[src/asx_defines.svh]
// Widths, field positions, reset values and timing counts for the
// ALU slice. Assumes it is included by bare name wherever needed.
`ifndef ASX_DEFINES_SVH
`define ASX_DEFINES_SVH

`define ASX_DATA_W      8
`define ASX_ADDR_W      7
`define ASX_NIB_HI_MSB  7
`define ASX_NIB_HI_LSB  4
`define ASX_NIB_LO_MSB  3
`define ASX_NIB_LO_LSB  0
`define ASX_DEST_ACC    1'b0
`define ASX_DEST_FILE   1'b1
`define ASX_ACC_RST     8'h00
`define ASX_DATA_RST    8'h00
`define ASX_ADDR_RST    7'h00
`define ASX_FLAG_RST    1'b0
`define ASX_LATENCY     1

`endif

[src/asx_pkg.sv]
// Types shared by the ALU slice and its core.
// Assumes asx_defines.svh is on the include path.
`include "asx_defines.svh"

package asx_pkg;

    typedef logic [`ASX_DATA_W-1:0] asx_data_t;
    typedef logic [`ASX_ADDR_W-1:0] asx_addr_t;

    // Operation select from the instruction decoder
    typedef enum logic [1:0] {
        OP_SUB_W_FROM_FILE     = 2'h0,
        OP_SWAP_NIBBLES_FILE   = 2'h1,
        OP_XOR_LITERAL_INTO_ACC = 2'h2,
        OP_XOR_ACC_WITH_FILE   = 2'h3
    } asx_op_e;

    // Zero detect, used by the core and by the checks
    function automatic logic asx_is_zero(input asx_data_t value);
        asx_is_zero = (value == `ASX_DATA_RST);
    endfunction

endpackage

[src/asx_alu_if.sv]
// Carrier between the ALU control module and its arithmetic core.
// Assumes both ends run in the same clock domain; no state inside.
`timescale 1ns/1ps

interface asx_alu_if;
    import asx_pkg::*;

    asx_op_e   op;
    logic      dest_bit;
    asx_data_t acc;
    asx_data_t file_val;
    asx_data_t literal;
    asx_data_t result;
    logic      carry;
    logic      digit_carry_flag;
    logic      zero;
    logic      upd_carry;
    logic      upd_zero;
    logic      to_file;

    modport core (
        input  op,
        input  dest_bit,
        input  acc,
        input  file_val,
        input  literal,
        output result,
        output carry,
        output digit_carry_flag,
        output zero,
        output upd_carry,
        output upd_zero,
        output to_file
    );

    modport ctl (
        output op,
        output dest_bit,
        output acc,
        output file_val,
        output literal,
        input  result,
        input  carry,
        input  digit_carry_flag,
        input  zero,
        input  upd_carry,
        input  upd_zero,
        input  to_file
    );
endinterface

[src/asx_alu_core.sv]
// Combinational result and flag logic for the four operations.
// Assumes operands are stable for the cycle they are presented.
`timescale 1ns/1ps
`include "asx_defines.svh"

module asx_alu_core
    import asx_pkg::*;
(
    asx_alu_if.core bus
);

    logic [`ASX_DATA_W:0]       diff_full;
    logic [`ASX_NIB_LO_MSB+1:0] diff_low;

    // Subtract as f + ~w + 1 so the carry out means no borrow
    assign diff_full = {1'b0, bus.file_val} + {1'b0, ~bus.acc} + 9'h001; // RULE_01
    assign diff_low  = {1'b0, bus.file_val[`ASX_NIB_LO_MSB:0]}
                     + {1'b0, ~bus.acc[`ASX_NIB_LO_MSB:0]} + 5'h01;

    // Per-operation result, flag enables and destination
    always_comb begin
        bus.result           = `ASX_DATA_RST;
        bus.upd_carry        = 1'b0;
        bus.upd_zero         = 1'b0;
        bus.to_file          = (bus.dest_bit == `ASX_DEST_FILE); // RULE_02
        case (bus.op)
            OP_SUB_W_FROM_FILE: begin
                bus.result    = diff_full[`ASX_DATA_W-1:0]; // RULE_01
                bus.upd_carry = 1'b1;
                bus.upd_zero  = 1'b1;
            end
            OP_SWAP_NIBBLES_FILE: begin
                bus.result = {bus.file_val[`ASX_NIB_LO_MSB:`ASX_NIB_LO_LSB],
                              bus.file_val[`ASX_NIB_HI_MSB:`ASX_NIB_HI_LSB]}; // RULE_03
            end
            OP_XOR_LITERAL_INTO_ACC: begin
                bus.result   = bus.acc ^ bus.literal; // RULE_04
                bus.upd_zero = 1'b1;
                bus.to_file  = 1'b0; // Literal form has no destination bit
            end
            OP_XOR_ACC_WITH_FILE: begin
                bus.result   = bus.acc ^ bus.file_val; // RULE_05
                bus.upd_zero = 1'b1;
            end
            default: begin
                bus.result = `ASX_DATA_RST;
            end
        endcase
    end

    // Flag values; carries mean no borrow out of bit 7 and bit 3
    assign bus.carry            = diff_full[`ASX_DATA_W]; // RULE_06
    assign bus.digit_carry_flag = diff_low[`ASX_NIB_LO_MSB+1]; // RULE_06
    assign bus.zero             = asx_is_zero(bus.result); // RULE_06

endmodule

[src/asx_alu_top.sv]
// ALU slice for subtract, nibble swap and the two exclusive-OR forms,
// holding the working register and its carry, digit carry and zero flags.
// Assumes decoder and register file share clk_sys; file read data is
// valid in the same cycle as op_valid.
`timescale 1ns/1ps
`include "asx_defines.svh"

// Functional notes
// RULE_01: Subtract working value from file value, set flags
// RULE_02: Destination bit zero to W, one to file
// RULE_03: Swap nibbles of file value, flags untouched
// RULE_04: Literal XOR into W, only zero flag
// RULE_05: File XOR with W, steered, only zero
// RULE_06: Zero on zero result; carries mean no borrow
module asx_alu_top
    import asx_pkg::*;
(
    input  wire logic      clk_sys,
    input  wire logic      reset,
    input  wire logic      op_valid,
    input  wire asx_op_e   op_code,
    input  wire logic      dest_bit,
    input  wire asx_addr_t file_addr,
    input  wire asx_data_t file_rd_data,
    input  wire asx_data_t op_literal,
    output logic           done,
    output asx_data_t      acc,
    output logic           file_we,
    output asx_addr_t      file_wr_addr,
    output asx_data_t      file_wr_data,
    output logic           flag_carry,
    output logic           digit_carry_flag,
    output logic           flag_zero
);

    // Carrier to the arithmetic core; only this module feeds its operands
    asx_alu_if alu_bus ();

    logic      next_done;
    asx_data_t next_acc;
    logic      next_file_we;
    asx_addr_t next_file_wr_addr;
    asx_data_t next_file_wr_data;
    logic      next_flag_carry;
    logic      next_digit_carry_flag;
    logic      next_flag_zero;

    // Operands straight from decoder, register file and the W register
    assign alu_bus.op       = op_code;
    assign alu_bus.dest_bit = dest_bit;
    assign alu_bus.acc      = acc;
    assign alu_bus.file_val = file_rd_data;
    assign alu_bus.literal  = op_literal;

    asx_alu_core u_core (
        .bus (alu_bus)
    );

    // Next state: one result per accepted operation
    always_comb begin
        next_done             = op_valid;
        next_acc              = acc;
        next_file_we          = 1'b0;
        next_file_wr_addr     = file_wr_addr;
        next_file_wr_data     = file_wr_data;
        next_flag_carry       = flag_carry;
        next_digit_carry_flag = digit_carry_flag;
        next_flag_zero        = flag_zero;
        if (op_valid) begin
            // Every result goes out, W ones too, so the far side sees
            // each answer; only file_we commits it to the register file
            next_file_wr_data = alu_bus.result;
            if (alu_bus.to_file) begin
                next_file_we      = 1'b1; // RULE_02
                next_file_wr_addr = file_addr;
            end else begin
                next_acc = alu_bus.result; // RULE_02
            end
            // Flags held unless the operation owns them
            if (alu_bus.upd_carry) begin
                next_flag_carry       = alu_bus.carry; // RULE_01
                next_digit_carry_flag = alu_bus.digit_carry_flag; // RULE_01
            end
            if (alu_bus.upd_zero) begin
                next_flag_zero = alu_bus.zero; // RULE_06
            end
        end
    end

    // Registers; sync reset clears W, flags and the write strobe
    // Sync reset only, so no reset path can race the file write strobe
    always_ff @(posedge clk_sys) begin
        if (reset) begin
            done             <= 1'b0;
            acc              <= `ASX_ACC_RST;
            file_we          <= 1'b0;
            file_wr_addr     <= `ASX_ADDR_RST;
            file_wr_data     <= `ASX_DATA_RST;
            flag_carry       <= `ASX_FLAG_RST;
            digit_carry_flag <= `ASX_FLAG_RST;
            flag_zero        <= `ASX_FLAG_RST;
        end else begin
            done             <= next_done;
            acc              <= next_acc;
            file_we          <= next_file_we;
            file_wr_addr     <= next_file_wr_addr;
            file_wr_data     <= next_file_wr_data;
            flag_carry       <= next_flag_carry;
            digit_carry_flag <= next_digit_carry_flag;
            flag_zero        <= next_flag_zero;
        end
    end

    // Helper taps so the checks can look back at nibbles
    // Checks sample operands at issue and results one edge later
    logic [3:0] f_lo;
    logic [3:0] w_lo;
    assign f_lo = file_rd_data[3:0];
    assign w_lo = acc[3:0];
endmodule

[config.mk]
export PLATFORM = sky130hd
export DESIGN_NAME = asx_alu_top
export DESIGN_NICKNAME = d
export VERILOG_FILES = /design/src/asx_pkg.sv /design/src/asx_alu_if.sv /design/src/asx_alu_core.sv /design/src/asx_alu_top.sv
export VERILOG_INCLUDE_DIRS = /design/src
export SDC_FILE = /design/constraint.sdc
export NUM_CORES = 1
export LEC_CHECK = 0
export BUFFER_PORTS_ARGS = -buffer_cell sky130_fd_sc_hd__buf_2
export CAP_MARGIN = 0
export CORE_MARGIN = 2
export CORE_UTILIZATION = 45
export CTS_BUF_LIST = sky130_fd_sc_hd__clkbuf_4
export CTS_CLUSTER_DIAMETER = 200
export DETAILED_ROUTE_END_ITERATION = 16
export PLACE_DENSITY = 0.7
export SLEW_MARGIN = 20
export SYNTH_ARGS = -nofsm -noshare
export SYNTH_HDL_FRONTEND = slang
export SYNTH_SLANG_ARGS = --single-unit
[constraint.sdc]
create_clock -name clk_sys -period 2.7 [get_ports clk_sys]
set_input_delay 0.27 -clock clk_sys [delete_from_list [all_inputs] [get_ports clk_sys]]
set_output_delay 0.27 -clock clk_sys [all_outputs]
set_load 0.02 [all_outputs]
==> impl_summary.log <==
INFO  metric cp_num_buf_inv = 0
INFO  metric number_of_synthesized_flops_with_an_enable_pin = 0
INFO  metric drt-wirelength-per-cell = 13.67 um
INFO  metric layout.filler_cells = between 300 and 400
INFO  metric slew_headroom = 0.6391
INFO  metric timing_max_transition_violations_final = 0
INFO  metric cp-start-kind = flip-flop
INFO  metric grtUsageMet1 = 0.3018
INFO  metric final_period_minus_worst_setup_slack = 2.530 ns
INFO  metric place_hpwl = 3176 um
INFO  metric post-synth-top-area-fraction = 0.3246
INFO  metric req_time_crit_path = 2.97 ns
INFO  metric global_route.overflow_total = 0
INFO  metric clock_insertion_delay_worst_skew = 0.34 ns
INFO  metric grt.busiest_layer = met2
INFO  metric postCtsSetupRepairBufs = 0
INFO  metric drtPass1Iterations = 4
INFO  metric seq_area_frac_synth = 0.3246
INFO  metric clkSlewWorstSetupHoldPaths = 0.16 ns
INFO  metric timing.critical_path.arrival = 2.80 ns
INFO  metric critPathTopFamily = simple AND/OR/NAND/NOR gates
INFO  metric ant_nets = 0
INFO  metric detail_route.vias_per_cell = 5.331
INFO  metric critical-path-slowest-cell = or4_1
INFO  metric power.density_cell_area = 518.1 nW/um^2
INFO  metric die_area = between 4000 and 5000 um^2
INFO  metric p_leak = 1.023 nW
INFO  metric critical_path_peak_fanout = 4
INFO  metric final_min_period_over_clock_period = 0.9369
INFO  metric top_level_ports = 57
INFO  metric post_route_cells_drive_above_1_share = 0.2624
INFO  metric die-height = 65.95 um
INFO  metric initial_antenna_violation_count = 0
INFO  metric synth_top_cells_by_area = dfxtp_1 32%, mux2i_1 12%, nor2_1 7.8%
INFO  metric synth-seq-cells = 28
INFO  metric finClkSkew = 0.004132 ns
INFO  metric postSynthNetCount = 248
INFO  metric cts.hold.buffers_added = 0
INFO  metric nets = ~300
INFO  metric first_global_vias = approximately 1500
INFO  metric timing.max_cap.violations = 0
INFO  metric status = completed
INFO  metric critPathMaxStageDelay = 0.57 ns
INFO  metric rows = 22
INFO  metric worstMarginPinSlew = 0.5397 ns
INFO  metric grt_first_pass_wirelength = 6927 um
INFO  metric setup-violations-final = 0
INFO  metric replace_congestion = 0.8035
INFO  metric placeableCoreArea = 3689 um^2
INFO  metric synthCells = 210
INFO  metric synth_top_flop_cell = dfxtp_1
INFO  metric root_buffer = clkbuf_4
INFO  metric power = 1.088 mW
INFO  metric critPathKind = flip-flop to flip-flop
INFO  metric cts_tree = built
INFO  metric unrepaired_setup_endpoints_after_global_routing = no
INFO  metric synth_area = 1727 um^2
INFO  metric leading_area_contributor_after_synthesis = dfxtp_1
INFO  metric cts_buffers = 3
INFO  metric drt_wl_total = 4250 um
INFO  metric hold_path_class = primary input to flip-flop
INFO  metric routed-via-count = 1658
INFO  metric htree_levels = 1
INFO  metric fin_tns_setup = 0 ns
INFO  metric n_antenna_cell = 0
INFO  metric yosys_warnings = 0
INFO  metric synth.lib_cells_used.distinct = 43
INFO  metric timing.reg2reg.setup_slack = about 0.17 ns
INFO  metric drtIter0Drc = 71
INFO  metric async_reset_ff_frac = 0
INFO  metric floorplan.initialDensity = 0.4681
INFO  metric track_usage = 0.2044
INFO  metric path_cells = ha_1 -> fa_1 -> nand2b_1 -> a211oi_1 -> or2_2 -> o211ai_1 -> or4_1 -> o31ai_2
INFO  metric grt_start_max_net_pins = 29
INFO  metric drc = 0
INFO  metric syn-mean-instance-area = ~8.2 um^2
INFO  metric area_delta_synth_final = 21.59%
INFO  metric endpoint_class_of_the_critical_path = flip-flop
INFO  metric port_buffers = 56
INFO  metric cts.repair.resized = 0
INFO  metric die_width = 65.95 um
INFO  metric vdd_ir_drop_max = ~0.3 mV
INFO  metric timing_hold_violations_final = 0
INFO  metric groute.layer.met2.usage = 0.3144
INFO  metric timing.fmax = 395.3 MHz
INFO  metric groute.layer.met3.usage = 0.01704
INFO  metric cts.path.max_buffers = 2
INFO  metric clock_sink_count = 28
[cell type report]
| type | instances | area, um^2 | area share |
|---|---|---|---|
| multi-input combinational | 158 | 1064 | 0.5066 |
| sequential | 28 | 560.5 | 0.2670 |
| timing repair buffer | 61 | 317.8 | 0.1514 |
| tap | 48 | 60.06 | 0.02861 |
| inverter | 12 | 45.04 | 0.02145 |
| clock inverter | 1 | 30.03 | 0.01430 |
| clock buffer | 3 | 22.52 | 0.01073 |
[placed cells by master, fill, tap and decap left out, types with 3 or more instances in the layout]
| cell type | n |
|---|---|
| nor2_1 | 36 |
| nor2b_1 | 3 |
| nand2_1 | 7 |
| buf_4 | 5 |
| ha_1 | 8 |
| a21oi_1 | 16 |
| a211oi_1 | 12 |
| dfxtp_1 | 28 |
| nand2b_1 | 4 |
| xnor2_1 | 8 |
| o21ai_0 | 11 |
| nand3_1 | 3 |
| buf_2 | 56 |
| inv_1 | 11 |
| nor3_1 | 3 |
| clkbuf_4 | 3 |
| mux2i_1 | 20 |
[logic make-up (layout without fill, tap and decap cells)]
group                    count (synthesis)  after routing  share of synthesized area
AO/OA/AOI/OAI                           51             51                     0.1949
XOR/XNOR                                 9              9                    0.04565
adder cells (fa/ha/maj)                  9              9                    0.06957
buffers and inverters                   24             77                    0.05942
flip-flops                              28             28                     0.3246
multiplexers                            20             20                     0.1159
AND/OR/NAND/NOR                         69             69                     0.1899
[synthesized netlist by cell type, types with 3 or more instances]
cell      count
clkbuf_1      8
a21oi_1      16
nand3_1       3
nand2b_1      4
dfxtp_1      28
ha_1          8
nor2b_1       3
inv_1        11
o21ai_0      11
a211oi_1     12
xnor2_1       8
nor3_1        3
mux2i_1      20
nand2_1       7
nor2_1       36
[worst paths after layout]
kind,start,endpoint,cells after the start
worst min register to register,file_wr_data[5]$_SDFFE_PP0P_,file_wr_data[5]$_SDFFE_PP0P_,2
worst max register to register,acc[0]$_SDFFE_PP0P_,flag_zero$_SDFFE_PP0P_,8
worst min-delay path,file_addr[5],file_wr_addr[5]$_SDFFE_PP0P_,3
worst max-delay path,acc[0]$_SDFFE_PP0P_,flag_zero$_SDFFE_PP0P_,8
[power by group]
group	total, mW	switching, mW	internal [mW]
Sequential	0.459	0.0171	0.442
Clock	0.284	0.133	0.150
Combinational	0.345	0.203	0.143
[through the flow]
step                hold WS [ns]  instances  instance area, um^2  setup slack, ns  utilization
finish                    0.1466        311                 2100           0.1704       0.5692
global route              0.1357        311                 2100          0.05212       0.5692
CTS                       0.1421        311                 2100           0.1810       0.5692
detailed placement        0.4766        307                 2047           0.1035       0.5550
global placement          0.4703        307                 2047           0.1864       0.5550
floorplan                 0.4139        210                 1727           0.2887            -
[per-layer routing]
| layer | part of all wire | routed length [um] |
|---|---|---|
| met5 | 0 | 0 |
| met4 | 0.013 | 57 |
| met3 | 0.061 | 259 |
| met2 | 0.44 | 1860 |
| met1 | 0.49 | 2073 |
[state kept, by name (all words and copies together) (netlist names)]
register,flops
file_we,1
flag_zero,1
file_wr_addr,7
done,1
file_wr_data,8
acc,8
flag_carry,1
digit_carry_flag,1
[worst min-delay path: stages]
cell	delay, ns
buf_2	0.07
mux2i_1	0.05
nor2_1	0.07
Note: power is estimated with default switching activity, not from simulation.
